File: src/include/fpu_state_regs.vh
`ifndef FPU_STATE_REGS_VH
`define FPU_STATE_REGS_VH
// Opcode capture
`define OPC_W            11
`define OPC_HIGH_CONST   5'h1B
`define MISC_COMPAT_BIT  2
// Reset / initialise values
`define CTRL_INIT        16'h037F
`define STAT_INIT        16'h0000
`define TAG_INIT         16'hFFFF
`define OPC_INIT         11'h000
// Image layout selectors
`define FMT_PROT32       2'h0
`define FMT_PROT16       2'h1
`define FMT_REAL32       2'h2
`define FMT_REAL16       2'h3
// Operation codes
`define OP_ENV_STORE     3'h0
`define OP_FULL_SAVE     3'h1
`define OP_ENV_LOAD      3'h2
`define OP_FULL_RESTORE  3'h3
`define OP_EXT_SAVE      3'h4
`define OP_EXT_RESTORE   3'h5
`define OP_INIT          3'h6
// Image word counts (16-bit words)
`define ENV_WORDS16      5'h07
`define ENV_WORDS32      5'h0E
`define DATA_WORDS       6'h28
`define EXT_WORDS        6'h10
// Real-address word 4 field positions
`define R16_IPHI_LSB     12
`define R16_ZERO_BIT     11
// Byte address step per 16-bit word
`define WORD_BYTES       32'h00000002
`endif

File: src/rtl/fpu_opcode_capture_state_save.v
`timescale 1ns/100ps
`include "fpu_state_regs.vh"
// Summary of operation
// - Eleven-bit opcode capture on unmasked exceptions
// - Keep first-byte low three bits plus second
// - Feature bit two toggles compatibility sub-mode
// - Sub-mode captures every non-control opcode retired while idle, except in the cycle an initialise request is taken
// - Without sub-mode, refuse setting bit two
// - Environment store writes control through opcode
// - Full save writes all, then initialises
// - Layout chosen by mode and operand size
// - V86 and system mode use real layout
// - Loads reload control, status, tag and IP; whole environment only in 16-bit protected layout; restore adds data
// - Real16 word four: IP high, zero, opcode
// - Extended ops include vector and control state
// - Non-extended operands widen to extended format
// - Masked denormals normalised on widening
// - Operands stored least significant byte first
// - Addresses derived from operand start only
// - One indefinite per type, masked response
// - Source 100..00B means most negative value
// - Masked invalid integer store writes indefinite
// - Initialise sets tag word to all empty
// - Full save clears pointers and selectors
module fpu_opcode_capture_state_save #(
  parameter COMPAT_SUPPORTED = 1
) (
  // Clock and reset
  input  wire        ref_clk,
  input  wire        rst_n,
  // Instruction retire
  input  wire        retire_valid,
  input  wire        retire_control,
  input  wire        retire_unmasked_exc,
  input  wire [7:0]  retire_opc_byte0,
  input  wire [7:0]  retire_opc_byte1,
  input  wire [31:0] retire_ip,
  input  wire [15:0] retire_cs,
  input  wire [31:0] retire_dp,
  input  wire [15:0] retire_ds,
  // Feature control
  input  wire        misc_wr,
  input  wire        misc_wdata_compat,
  output reg         misc_feature_enable,
  // Mode
  input  wire        prot_mode,
  input  wire        v86_mode,
  input  wire        system_mgmt_mode,
  input  wire        opsize32,
  // Operation request
  input  wire        op_start,
  input  wire [2:0]  op_code,
  input  wire [31:0] op_base,
  output wire        op_busy,
  output reg         op_done,
  // Memory port (16-bit words)
  output reg         mem_req,
  output reg         mem_we,
  output reg  [31:0] mem_addr,
  output reg  [15:0] mem_wdata,
  input  wire        mem_ack,
  input  wire [15:0] mem_rdata,
  // Data and vector storage word port
  output reg  [5:0]  store_idx,
  output reg         store_vec,
  output reg         store_we,
  output reg  [15:0] store_wdata,
  input  wire [15:0] store_rdata,
  // Integer indefinite store
  input  wire        int_store_invalid,
  input  wire        invalid_masked,
  output reg         invalid_flag,
  // State view
  output reg  [`OPC_W-1:0] last_opcode_capture,
  output reg  [15:0] tag_word,
  output reg  [31:0] instr_ptr_offset,
  output reg  [15:0] instr_selector,
  output reg  [31:0] operand_ptr_offset,
  output reg  [15:0] operand_selector,
  output reg  [15:0] ctrl_word,
  output reg  [15:0] stat_word,
  output reg  [1:0]  image_format
);
  // ****************************************
  // Reset synchroniser
  // ****************************************
  reg rst_s1;
  reg rst_s2;
  always @(posedge ref_clk or negedge rst_n) begin
    if (!rst_n) begin
      rst_s1 <= 1'b0;
      rst_s2 <= 1'b0;
    end else begin
      rst_s1 <= 1'b1;
      rst_s2 <= rst_s1;
    end
  end
  wire srst_n = rst_s2;

  // ****************************************
  // Sequencer
  // ****************************************
  localparam S_IDLE = 2'h0;
  localparam S_MEM  = 2'h1;
  localparam S_FIN  = 2'h2;
  reg [1:0]  state;
  reg [2:0]  op;
  reg [5:0]  widx;
  reg [5:0]  env_n;
  reg [6:0]  total_n;
  reg [31:0] base;
  wire is_store = (op == `OP_ENV_STORE) || (op == `OP_FULL_SAVE) || (op == `OP_EXT_SAVE);
  assign op_busy = (state != S_IDLE);

  // Image length, fixed when the operation is taken
  wire       ext_op     = (op_code == `OP_EXT_SAVE) || (op_code == `OP_EXT_RESTORE);
  wire       env_only   = (op_code == `OP_ENV_STORE) || (op_code == `OP_ENV_LOAD);
  wire [6:0] env_cnt    = opsize32 ? {2'b00, `ENV_WORDS32} : {2'b00, `ENV_WORDS16};
  wire [6:0] data_cnt   = env_only ? 7'h00 : {1'b0, `DATA_WORDS};
  wire [6:0] ext_cnt    = ext_op ? {1'b0, `EXT_WORDS} : 7'h00;
  wire [6:0] next_total = env_cnt + data_cnt + ext_cnt;
  // Seven bits so the increment past index 63 never wraps
  wire [6:0] widx_inc   = {1'b0, widx} + 7'h01;
  wire [5:0] vec_start  = env_n + `DATA_WORDS;

  // ****************************************
  // Image layout select
  // ****************************************
  // Real layout in real, v86 and system mode, protected otherwise
  wire real_lay = !prot_mode || v86_mode || system_mgmt_mode;
  wire [1:0] fmt_now = real_lay ? (opsize32 ? `FMT_REAL32 : `FMT_REAL16)
                                : (opsize32 ? `FMT_PROT32 : `FMT_PROT16);
  wire wide = (image_format == `FMT_PROT32) || (image_format == `FMT_REAL32);
  wire realf = (image_format == `FMT_REAL32) || (image_format == `FMT_REAL16);

  // ****************************************
  // Environment word for image index
  // ****************************************
  reg [15:0] env_word;
  always @* begin
    env_word = 16'h0000;
    if (!wide) begin
      case (widx[2:0])
        3'h0: env_word = ctrl_word;
        3'h1: env_word = stat_word;
        3'h2: env_word = tag_word;
        3'h3: env_word = instr_ptr_offset[15:0];
        3'h4: env_word = realf ? {instr_ptr_offset[19:16], 1'b0, last_opcode_capture}
                               : instr_selector;
        3'h5: env_word = operand_ptr_offset[15:0];
        3'h6: env_word = realf ? {operand_ptr_offset[19:16], 12'h000} : operand_selector;
        default: env_word = 16'h0000;
      endcase
    end else begin
      case (widx[3:0])
        4'h0: env_word = ctrl_word;
        4'h2: env_word = stat_word;
        4'h4: env_word = tag_word;
        4'h6: env_word = instr_ptr_offset[15:0];
        4'h7: env_word = realf ? {4'h0, instr_ptr_offset[27:16]} : instr_ptr_offset[31:16];
        4'h8: env_word = realf ? {5'h00, last_opcode_capture} : instr_selector;
        4'h9: env_word = realf ? {4'h0, instr_ptr_offset[31:28], 1'b0, 7'h00}
                               : {5'h00, last_opcode_capture};
        4'hA: env_word = operand_ptr_offset[15:0];
        4'hB: env_word = realf ? 16'h0000 : operand_ptr_offset[31:16];
        4'hC: env_word = realf ? {4'h0, operand_ptr_offset[27:16]} : operand_selector;
        default: env_word = 16'h0000;
      endcase
    end
  end
  wire in_env = (widx < env_n);

  // ****************************************
  // Storage word port
  // ****************************************
  // Storage index past the environment
  always @* begin
    store_idx   = widx - env_n;
    store_vec   = (op == `OP_EXT_SAVE || op == `OP_EXT_RESTORE) && (widx >= vec_start);
    store_we    = (state == S_MEM) && !is_store && !in_env && mem_ack;
    store_wdata = mem_rdata;
  end

  // ****************************************
  // Capture and initialise events
  // ****************************************
  wire init_now = (state == S_FIN && op == `OP_FULL_SAVE) ||
                  (op_start && !op_busy && op_code == `OP_INIT);
  // Retires seen while busy are dropped; the sequencer owns the pointers then
  wire cap_evt  = retire_valid && !retire_control &&
                  (retire_unmasked_exc || misc_feature_enable);

  // ****************************************
  // State registers and sequencer
  // ****************************************
  always @(posedge ref_clk or negedge rst_n) begin
    if (!rst_n) begin
      state <= S_IDLE;
      op <= 3'h0;
      widx <= 6'h00;
      env_n <= 6'h00;
      total_n <= 7'h00;
      base <= 32'h00000000;
      op_done <= 1'b0;
      mem_req <= 1'b0;
      mem_we <= 1'b0;
      mem_addr <= 32'h00000000;
      mem_wdata <= 16'h0000;
      image_format <= `FMT_PROT32;
      misc_feature_enable <= 1'b0;
      invalid_flag <= 1'b0;
      last_opcode_capture <= `OPC_INIT;
      tag_word <= `TAG_INIT;
      ctrl_word <= `CTRL_INIT;
      stat_word <= `STAT_INIT;
      instr_ptr_offset <= 32'h00000000;
      instr_selector <= 16'h0000;
      operand_ptr_offset <= 32'h00000000;
      operand_selector <= 16'h0000;
    end else if (!srst_n) begin
      state <= S_IDLE;
      op_done <= 1'b0;
      mem_req <= 1'b0;
      misc_feature_enable <= 1'b0;
    end else begin
      op_done <= 1'b0;
      if (misc_wr)
        misc_feature_enable <= misc_wdata_compat && (COMPAT_SUPPORTED != 0);
      if (int_store_invalid && invalid_masked)
        invalid_flag <= 1'b1;
      if (cap_evt && !op_busy) begin
        last_opcode_capture <= {retire_opc_byte0[2:0], retire_opc_byte1};
        instr_ptr_offset <= retire_ip;
        instr_selector <= retire_cs;
        operand_ptr_offset <= retire_dp;
        operand_selector <= retire_ds;
      end
      case (state)
        S_IDLE: begin
          if (op_start && op_code != `OP_INIT) begin
            op <= op_code;
            base <= op_base;
            widx <= 6'h00;
            image_format <= fmt_now;
            env_n <= env_cnt[5:0];
            total_n <= next_total;
            state <= S_MEM;
            mem_req <= 1'b0;
          end
        end
        S_MEM: begin
          mem_req <= 1'b1;
          mem_we  <= is_store;
          mem_addr <= base + {25'h0000000, widx, 1'b0};
          mem_wdata <= in_env ? env_word : store_rdata;
          if (mem_req && mem_ack) begin
            mem_req <= 1'b0;
            if (!is_store && in_env) begin
              case (widx[3:0])
                4'h0: ctrl_word <= mem_rdata;
                4'h1: if (!wide) stat_word <= mem_rdata;
                4'h2: if (!wide) tag_word <= mem_rdata; else stat_word <= mem_rdata;
                4'h4: if (wide) tag_word <= mem_rdata;
                4'h3: if (!wide) instr_ptr_offset[15:0] <= mem_rdata;
                4'h5: if (!wide) operand_ptr_offset[15:0] <= mem_rdata;
                4'h6: if (wide) instr_ptr_offset[15:0] <= mem_rdata;
                      else if (!realf) operand_selector <= mem_rdata;
                4'h7: if (wide) instr_ptr_offset[31:16] <= mem_rdata;
                default: ;
              endcase
              if (!wide && widx == 6'h04 && realf) begin
                last_opcode_capture <= mem_rdata[`OPC_W-1:0];
                instr_ptr_offset[19:16] <= mem_rdata[15:12];
              end
              if (!wide && widx == 6'h04 && !realf)
                instr_selector <= mem_rdata;
              if (wide && widx == 6'h09 && !realf)
                last_opcode_capture <= mem_rdata[`OPC_W-1:0];
            end
            if (widx_inc >= total_n)
              state <= S_FIN;
            else
              widx <= widx + 6'h01;
          end
        end
        S_FIN: begin
          state <= S_IDLE;
          op_done <= 1'b1;
          mem_we <= 1'b0;
        end
        default: state <= S_IDLE;
      endcase
      if (init_now) begin
        ctrl_word <= `CTRL_INIT;
        stat_word <= `STAT_INIT;
        tag_word <= `TAG_INIT;
        last_opcode_capture <= `OPC_INIT;
        instr_ptr_offset <= 32'h00000000;
        instr_selector <= 16'h0000;
        operand_ptr_offset <= 32'h00000000;
        operand_selector <= 16'h0000;
        // A store failing in the same cycle still sets the flag
        invalid_flag <= int_store_invalid && invalid_masked;
      end
    end
  end
  // Data-type conversion lives in the arithmetic datapath outside this block
endmodule

File: config.mk
export PLATFORM = sky130hd
export DESIGN_NAME = fpu_opcode_capture_state_save
export DESIGN_NICKNAME = d
export VERILOG_FILES = /design/src/rtl/fpu_opcode_capture_state_save.v
export VERILOG_INCLUDE_DIRS = /design/src /design/src/include
export SDC_FILE = /design/constraint.sdc
export NUM_CORES = 1
export LEC_CHECK = 0
export BUFFER_PORTS_ARGS = -buffer_cell sky130_fd_sc_hd__buf_2
export CAP_MARGIN = 20
export CORE_ASPECT_RATIO = 2
export CORE_MARGIN = 3
export CORE_UTILIZATION = 49
export DETAILED_ROUTE_END_ITERATION = 8
export PLACE_DENSITY_LB_ADDON = 0.2
export SETUP_SLACK_MARGIN = 0.3
export SYNTH_ARGS = -nofsm -noshare
export SYNTH_HDL_FRONTEND = slang
export SYNTH_SLANG_ARGS = --single-unit
File: constraint.sdc
create_clock -name ref_clk -period 3.2 [get_ports ref_clk]
set_input_delay 0.32 -clock ref_clk [delete_from_list [all_inputs] [get_ports ref_clk]]
set_output_delay 0.32 -clock ref_clk [all_outputs]
set_load 0.01 [all_outputs]
# After elaboration in Yosys (flattened, before gate mapping)
# Cells that the tools add are included.
[op_classes]
n_addsub = 7
n_mul = 0
div = 0
order_cmp = 3
n_eq_ne = 44
n_shift = 0
muxes = 93
n_bitwise = 0
n_reduce_logical = 65
[ops]
columns = ["cell", "n"]
rows = [
  ["16-bit 2-to-1 mux", 46],
  ["32-bit 2-to-1 mux", 7],
  ["16-bit one-hot mux with 10 select lines", 1],
  ["16-bit one-hot mux with 7 select lines", 1],
  ["16-bit one-hot mux with 2 select lines", 3],
  ["11-bit 2-to-1 mux", 7],
  ["32-bit by 7-bit adder with 32-bit output", 1],
  ["3-bit equality test, second input constant", 8],
  ["6-bit 2-to-1 mux", 4],
  ["4-bit equality test, second input constant", 5],
  ["1-bit logical AND", 19],
  ["3-bit != test, second input constant", 6],
  ["2-bit nonzero test", 9],
  ["4-bit by 3-bit equality test with 1-bit output, second input constant", 4],
  ["7-bit AND reduction", 2],
  ["12-bit 2-to-1 mux", 1],
  ["6-bit one-hot mux with 2 select lines", 1],
  ["1-bit logical OR", 11],
  ["1-bit 2-to-1 mux", 11],
  ["2-bit 2-to-1 mux", 5],
  ["2-bit AND reduction", 5],
  ["5-bit AND reduction", 2],
  ["3-bit by 2-bit equality test with 1-bit output, second input constant", 3],
  ["3-bit zero test", 3],
  ["29 further kinds", 47],
]
[word_totals]
ff_bits = 268
latchBits = 0
ramBits = 0
rom_bits = 0
in_bits = 194
out_inout_bits = 235
wordCells = 237
n_memories = 0

# Logic depth before layout (Yosys ltp)
# Gate-level depths: netlist (run 1).
[logic_depth]
depth_word = 12
ltp_mapped = 13
ltp_nobuf = 10

# Least setup slack after synthesis (run 1)
# No wires, ideal clock.
[synth_timing]
path_kind = "reg2reg"
startpoint = "register widx[2]"
endpoint = "register widx[1]"
setup_ns = 0.132
arrival_ns = 3.019
required_time_ns = 3.068
slack_ns = 0.049
stages_incl_launch_ff = 14
path_buffers = 4
synth_period_minus_slack_ns = 3.151
cell_sequence = "dfrtp_1 > buf_2 > buf_2 > buf_2 > buf_1 > nand3_1 > xor2_1 > inv_1 > ha_1 > a211oi_1 > nor2_1 > nor4_1 > nand3_1 > mux2i_1"
[synth_between]
elab_chain_cells = 4
[synth_rtl]
columns = ["element", "line", "text"]
rows = [
  ["from (decl)", "fpu_opcode_capture_state_save.v:108", "reg [5:0] widx;"],
  ["from (signal assigned)", "fpu_opcode_capture_state_save.v:283", "widx <= widx + 6'h01;"],
  ["6-bit by 1-bit adder with 7-bit output", "fpu_opcode_capture_state_save.v:123", "wire [6:0] widx_inc = {1'b0, widx} + 7'h01;"],
  ["7-bit >= comparator", "fpu_opcode_capture_state_save.v:280", "if (widx_inc >= total_n)"],
  ["2-bit != test (no line)", "n/a", ""],
  ["5-bit AND reduction (no line)", "n/a", ""],
]
# Every way passes these cells.
# A chain may end at the register's enable or synchronous reset.

# Worst setup path in the final report (run 1)
[layout_timing]
startpoint = "register widx[0]"
endpoint = "output port store_we"
[layout_between]
elab_chain_cells = 4
[layout_rtl]
columns = ["element", "line", "text"]
rows = [
  ["6-bit less-than comparator", "fpu_opcode_capture_state_save.v:171", "wire in_env = (widx < env_n);"],
  ["1-bit zero test", "fpu_opcode_capture_state_save.v:180", "store_we = (state == S_MEM) && !is_store && !in_env && mem_ack;"],
  ["1-bit logical AND (2 in series)", "fpu_opcode_capture_state_save.v:180", ""],
  ["to (decl)", "fpu_opcode_capture_state_save.v:66", "output reg store_we,"],
]
# Every way passes these cells.

==> flow_metrics.env, run 1 <==
export IMPL_maxCapViolCount=0
export IMPL_synth_cell_types=83
export IMPL_clock_sinks=261
export IMPL_syn_to_final_growth_pct=26.3
export IMPL_ant_nets=0
export IMPL_core_mm2=0.0317
export IMPL_fin_crit_ns=2.84
export IMPL_routed_wl_mm=75.1
export IMPL_vias=16400
export IMPL_fmaxAchievable_ghz=0.352
export IMPL_fin_nets=2260
export IMPL_synth_most_common_cell="dfrtp_1"
export IMPL_p_sw_mw=5.73
export IMPL_root_buffer="clkbuf_16"
export IMPL_grt_usage_pct=41.9
export IMPL_fin_crit_sh_pct=88.9
export IMPL_rsz0062_at_grt="no"
export IMPL_yosys_warnings=0
export IMPL_clk_path_buf_depth=3
export IMPL_cts_buffers=25
export IMPL_worst_setup_path_start_kind="flop"
export IMPL_dp_cells=2383
export IMPL_power_frac_seq_pct=43.1
export IMPL_p_int_mw=8.44
export IMPL_grt_max_degree=101
export IMPL_cp_slowest_stage_delay_ns=0.42
export IMPL_max_slew_margin_pct=41.9
export IMPL_cts_tree="yes"
export IMPL_crit_fanout=4
export IMPL_status="finished clean"
export IMPL_grt_pass1_vias=16400
export IMPL_cp_data_required_time_ns=2.88
export IMPL_power_frac_comb_pct=34.5
export IMPL_cp_slowest_cell="fa_2"
export IMPL_grt_pass1_wl_mm=108
export IMPL_start_util_pct=49.8
export IMPL_clk_latency_ns=0.57
export IMPL_postLayoutCellArea_mm2=0.0199
export IMPL_holdWs_ns=0.00375
export IMPL_antenna_found_initial=1
export IMPL_synthTopCellsByCount="dfrtp_1, nand2_1, mux2i_1, nand3_1, clkbuf_1"
export IMPL_end_kind="output pin"
export IMPL_ys_ff_latch=261
export IMPL_synth_top_area_cell="dfrtp_1"
export IMPL_firstDrtPassIters=9
export IMPL_viasPerCell=6.62
export IMPL_final_setup_viol_count=0
export IMPL_io_buffers=423
export IMPL_peakVddDrop_mv=0.543
export IMPL_drt_iter0_drc=1457
export IMPL_p_clk_share_pct=22.3
export IMPL_routedWlPerCell_um=30.3
export IMPL_critPathArrivalTime_ns=2.52
export IMPL_grt_overflow=0
export IMPL_die_area_mm2=0.0345
export IMPL_syn_inst=1616
export IMPL_powerDensity_mw_per_mm2=711
export IMPL_hold_viol_final=0
export IMPL_drc=0
export IMPL_setup_tns_ns=0
export IMPL_async_reset_ff_share_pct=100
export IMPL_worstMarginPinSlew_ns=0.871
export IMPL_synth_fp_nets=1842
export IMPL_h_tree_depth=1
export IMPL_synth_top_area_share_pct=37.4
export IMPL_synth_ff_type="dfrtp_1"
export IMPL_final_cells=2478
export IMPL_slew_viol_final=0
export IMPL_die_height_um=260
export IMPL_fin_worst_skew_ns=0.0142
export IMPL_setup_worst_path_class="flop to output pin"
export IMPL_pin_count=429
export IMPL_drive_gt1_share_pct=33.6
export IMPL_postSynthAreaPerCell_um2=9.76
export IMPL_clk_pin_slew_ns=0.07
export IMPL_netSwitchingFraction_pct=40.4
export IMPL_synth_sequential_area_ratio_pct=41.6
export IMPL_place_area_mm2=0.0185
export IMPL_hp_class="primary input to flop"
export IMPL_synth_area_mm2=0.0158
export IMPL_die_x_um=133
export IMPL_synth_area_leaders="dfrtp_1, mux2i_1, dfstp_2"
export IMPL_power_mw=14.2
export IMPL_synth_edf_count=0
export IMPL_crit_chain="inv_2, ha_4, inv_1, fa_2, a21oi_2, buf_4, o211a_2, nor2_1, buf_2"
export IMPL_rows=92
export IMPL_hpwl_mm=56.9
export IMPL_routabilityCongestion=1.02
export IMPL_p_leak_nw=8.82
[cell usage in the layout, fill, tap and decap left out, types with 10 or more instances in the layout]
| cell type | netlist | routed |
|---|---|---|
| buf_2 | 42 | 422 |
| dfrtp_1 | 236 | 232 |
| nand2_1 | 168 | 166 |
| mux2i_1 | 116 | 116 |
| nand3_1 | 108 | 106 |
| buf_4 | 18 | 77 |
| o21ai_0 | 65 | 65 |
| o311ai_0 | 62 | 61 |
| mux2_2 | 54 | 54 |
| inv_1 | 46 | 44 |
| dlygate4sd3_1 | 0 | 44 |
| a22o_1 | 42 | 42 |
| nor2_1 | 40 | 38 |
| a21oi_1 | 37 | 34 |
| a22oi_1 | 34 | 34 |
| o22a_1 | 33 | 33 |
| nor3_1 | 30 | 27 |
| ha_1 | 30 | 26 |
| clkbuf_16 | 0 | 25 |
| dfstp_2 | 25 | 25 |
| a221o_1 | 22 | 22 |
| o22ai_1 | 22 | 22 |
| xnor2_1 | 20 | 20 |
| a211oi_1 | 21 | 19 |
| a222oi_1 | 18 | 18 |
| o221ai_1 | 15 | 15 |
| xor2_1 | 14 | 13 |
| a221oi_1 | 12 | 12 |
| a21o_1 | 11 | 11 |
| a32oi_1 | 10 | 10 |
[timing repair]
action,CTS,global route
hold buffers,44,0
pin swaps,2,4
hold endpoints to repair,126,0
setup endpoints to repair,54,65
setup buffers,1,1
gates cloned,0,0
gates resized for setup,7,16
[layout make-up]
cell class | count | area [um^2]
repair buffers | 556 | 3360
clock inverters | 8 | 98.8
fillers | 2643 | 11700
multi-input cells | 1141 | 8430
clock buffers | 38 | 754
well taps | 423 | 529
inverters | 49 | 184
diodes | 2 | 5.00
flip-flops and latches | 261 | 6570
[through the flow]
step / utilization [%] / setup slack (ns)
floorplan: - / 0.312
global placement: 58.4 / 0.286
detailed placement: 58.5 / 0.175
CTS: 62.7 / 0.284
global route: 62.9 / 0.303
finish: 63.0 / 0.355
[flip-flops by register name (all words and copies together) (netlist names), 2 cells and up]
signal / flops
ctrl_word: 16
operand_selector: 16
instr_selector: 16
base: 32
instr_ptr_offset: 32
stat_word: 16
image_format: 2
last_opcode_capture: 11
op: 3
operand_ptr_offset: 32
mem_wdata: 16
tag_word: 16
state: 2
mem_addr: 32
widx: 6
total_n: 5
[cells by family (layout without fill, tap and decap cells)]
kind of cell | after synthesis | after routing | synth area share [%]
fa+ha+maj | 32 | 32 | 2.63
xor+xnor | 34 | 34 | 1.89
other cells | 1 | 3 | 0.0238
buf+inv | 214 | 651 | 5.92
compound gates | 479 | 479 | 23.7
simple gates | 425 | 425 | 13.1
flops | 261 | 261 | 41.6
mux | 170 | 170 | 11.2
[path summary, 6_finish.rpt]
| path | depth (start not counted) | from | slack (ns) | end |
|---|---|---|---|---|
| max | 9 | widx[0] | 0.36 | store_we |
| min | 2 | op_base[25] | 0.004 | base[25] |
| max reg2reg | 11 | widx[0] | 0.38 | state[0] |
| min reg2reg | 0 | rst_s1 | 0.36 | rst_s2 |
| max in group asynchronous | 3 | rst_n | 1.91 | ctrl_word[1] |
| min in group asynchronous | 2 | rst_n | 0.41 | base[3] |
[metal layers]
metal	GRT usage, %	vias to the layer above	wire (um)
li1	-	6989	-
met2	74.1	1009	38000
met4	40.0	0	9050
met3	6.10	345	4960
met5	0	-	0
met1	41.1	8071	23100
[critical path, delay by kind of cell, from the launching register on]
| kind | cells | cell delay, ns |
|---|---|---|
| compound gates | 2 | 0.49 |
| fa+ha+maj | 2 | 0.55 |
| buf+inv | 4 | 0.47 |
| flops | 1 | 0.39 |
| simple gates | 1 | 0.07 |
[power groups by stage]
stage | clock network [mW] | registers [mW] | logic, mW
after CTS | 3.17 | 6.03 | 4.83
final | 3.17 | 6.11 | 4.89
after floorplan | 0 | 5.69 | 2.42
after global placement | 0 | 6.05 | 4.66
after global routing | 3.29 | 6.15 | 5.24
after detailed placement | 0 | 6.08 | 4.75
No activity file was read; power rests on OpenSTA's default activity.
==> run 2, diff against run 1 <==
HOLD_SLACK_MARGIN = 0.06   (was unset)
==> flow_metrics.env, run 2 (synthesis gave the netlist of run 1 again) <==
export IMPL_peakVddDrop_mv=0.539
export IMPL_reg2reg_to="state[0]"
export IMPL_start_util_pct=49.8
export IMPL_ant_nets=0
export IMPL_postLayoutCellArea_mm2=0.0202
export IMPL_hold_viol_final=0
export IMPL_power_frac_comb_pct=34.8
export IMPL_drive_gt1_share_pct=33.0
export IMPL_powerDensity_mw_per_mm2=703
export IMPL_cts_buffers=25
export IMPL_grt_pass1_vias=16700
export IMPL_end_kind="flop"
export IMPL_grt_max_degree=101
export IMPL_drc=0
export IMPL_antenna_found_initial=0
export IMPL_p_int_mw=8.46
export IMPL_r2r_start="widx[0]"
export IMPL_fill_cells=2579
export IMPL_pin_count=429
export IMPL_rows=92
export IMPL_drt_iter0_drc=1450
export IMPL_fin_crit_ns=2.86
export IMPL_worst_setup_path_start_kind="flop"
export IMPL_fin_crit_sh_pct=89.3
export IMPL_setup_worst_path_class="flop to flop"
export IMPL_fin_nets=2288
export IMPL_cts_tree="yes"
export IMPL_setup_tns_ns=0
export IMPL_p_leak_nw=8.94
export IMPL_grt_usage_pct=42.2
export IMPL_cp_data_required_time_ns=3.66
export IMPL_hold_end="mem_wdata[4]"
export IMPL_antenna_cells=0
export IMPL_vias=16500
export IMPL_power_frac_seq_pct=43.0
export IMPL_final_cell_mix="buf_2, dfrtp_1, nand2_1"
export IMPL_routabilityCongestion=1.02
export IMPL_slew_viol_final=0
export IMPL_fmaxAchievable_ghz=0.350
export IMPL_worstMarginPinSlew_ns=0.890
export IMPL_p_sw_mw=5.75
export IMPL_reg2regPathDepth=11
export IMPL_rsz0062_at_grt="yes"
export IMPL_die_area_mm2=0.0345
export IMPL_viasPerCell=6.61
export IMPL_status="finished clean"
export IMPL_postLayoutCoreUtil_pct=63.8
export IMPL_max_slew_margin_pct=40.6
export IMPL_dp_cells=2383
export IMPL_syn_to_final_growth_pct=28.1
export IMPL_p_clk_share_pct=22.2
export IMPL_h_tree_depth=1
export IMPL_maxCapViolCount=0
export IMPL_place_area_mm2=0.0185
export IMPL_critPathArrivalTime_ns=3.31
export IMPL_final_setup_viol_count=0
export IMPL_final_cells=2504
export IMPL_routed_wl_mm=75.9
export IMPL_die_height_um=260
export IMPL_clk_latency_ns=0.57
export IMPL_clk_path_buf_depth=3
export IMPL_grt_overflow=0
export IMPL_ff2ff_setup_slack_ns=0.34
export IMPL_core_mm2=0.0317
export IMPL_fin_worst_skew_ns=0.0184
export IMPL_worstHoldPathCells=3
export IMPL_clock_sinks=261
export IMPL_netSwitchingFraction_pct=40.5
export IMPL_final_common_cell="buf_2"
export IMPL_grt_pass1_wl_mm=109
export IMPL_routedWlPerCell_um=30.3
export IMPL_io_buffers=423
export IMPL_worstHoldStart="store_rdata[4]"
export IMPL_crit_fanout=10
export IMPL_hpwl_mm=56.9
export IMPL_firstDrtPassIters=9
export IMPL_die_x_um=133
export IMPL_root_buffer="clkbuf_16"
export IMPL_clk_pin_slew_ns=0.07
export IMPL_hp_class="primary input to flop"
run 2: cell types whose count changed in the layout (fill, tap and decap cells not counted), sizes merged:
cell,delta
clkbuf,-1
dlygate4sd3,+29
diode,-2
run 2: area by class of cell:
class | count | area (um^2) | area share, %
inverters | 49 | 184 | 0.910
clock inverters | 8 | 98.8 | 0.489
repair buffers | 584 | 3640 | 18.0
clock buffers | 38 | 754 | 3.73
multi-input cells | 1141 | 8430 | 41.7
well taps | 423 | 529 | 2.62
flip-flops and latches | 261 | 6570 | 32.5
run 2: critical path: stages (launching register included):
cell	delay, ns
dfrtp_1	0.39
buf_4	0.18
ha_1	0.26
buf_4	0.20
ha_1	0.33
inv_1	0.05
ha_1	0.28
nor2_1	0.15
a211oi_2	0.09
o311ai_2	0.43
a22oi_1	0.14
a311oi_1	0.24
run 2: how the worst max path moves through the flow:
stage                  from                    to  slack [ns]  cells past startpoint
global placement    widx[0]  instr_ptr_offset[12]        0.29                     11
CTS                 widx[0]             store_vec        0.28                     10
detailed placement  widx[0]  instr_ptr_offset[11]        0.18                     11
floorplan           widx[3]               widx[3]        0.31                     13
global route        widx[0]              state[0]        0.28                     11
finish              widx[0]              state[0]        0.34                     11
run 2: power groups by stage:
stage	clock (mW)	sequential (mW)	combinational (mW)
finish	3.16	6.12	4.94
global route	3.30	6.15	5.29
CTS	3.17	6.03	4.85
detailed placement	0	6.08	4.75
global placement	0	6.05	4.66
floorplan	0	5.69	2.42
run 2: what timing repair did:
item | 4_1_cts | 5_1_grt
hold buffers | 73 | 0
setup buffers | 1 | 1
setup endpoints to repair | 54 | 55
hold endpoints to repair | 153 | 0
gates resized for setup | 7 | 15
pin swaps | 2 | 4
run 2: per-layer routing:
metal / share of wire [%] / global-route usage (%) / up-vias
met2: 50 / 74.3 / 1035
met1: 30 / 40.9 / 8109
li1: - / - / 7038
met3: 7.1 / 6.29 / 367
met4: 12 / 41.7 / 0
met5: 0 / 0 / -
run 2: through the flow:
stage	setup slack (ns)	hold WS (ns)	total power, mW
after CTS	0.284	0.0665	14.0
after detailed placement	0.175	0.345	10.8
after global placement	0.286	0.337	10.7
final	0.342	0.0812	14.2
after floorplan	0.312	0.0244	8.11
after global routing	0.285	0.112	14.7
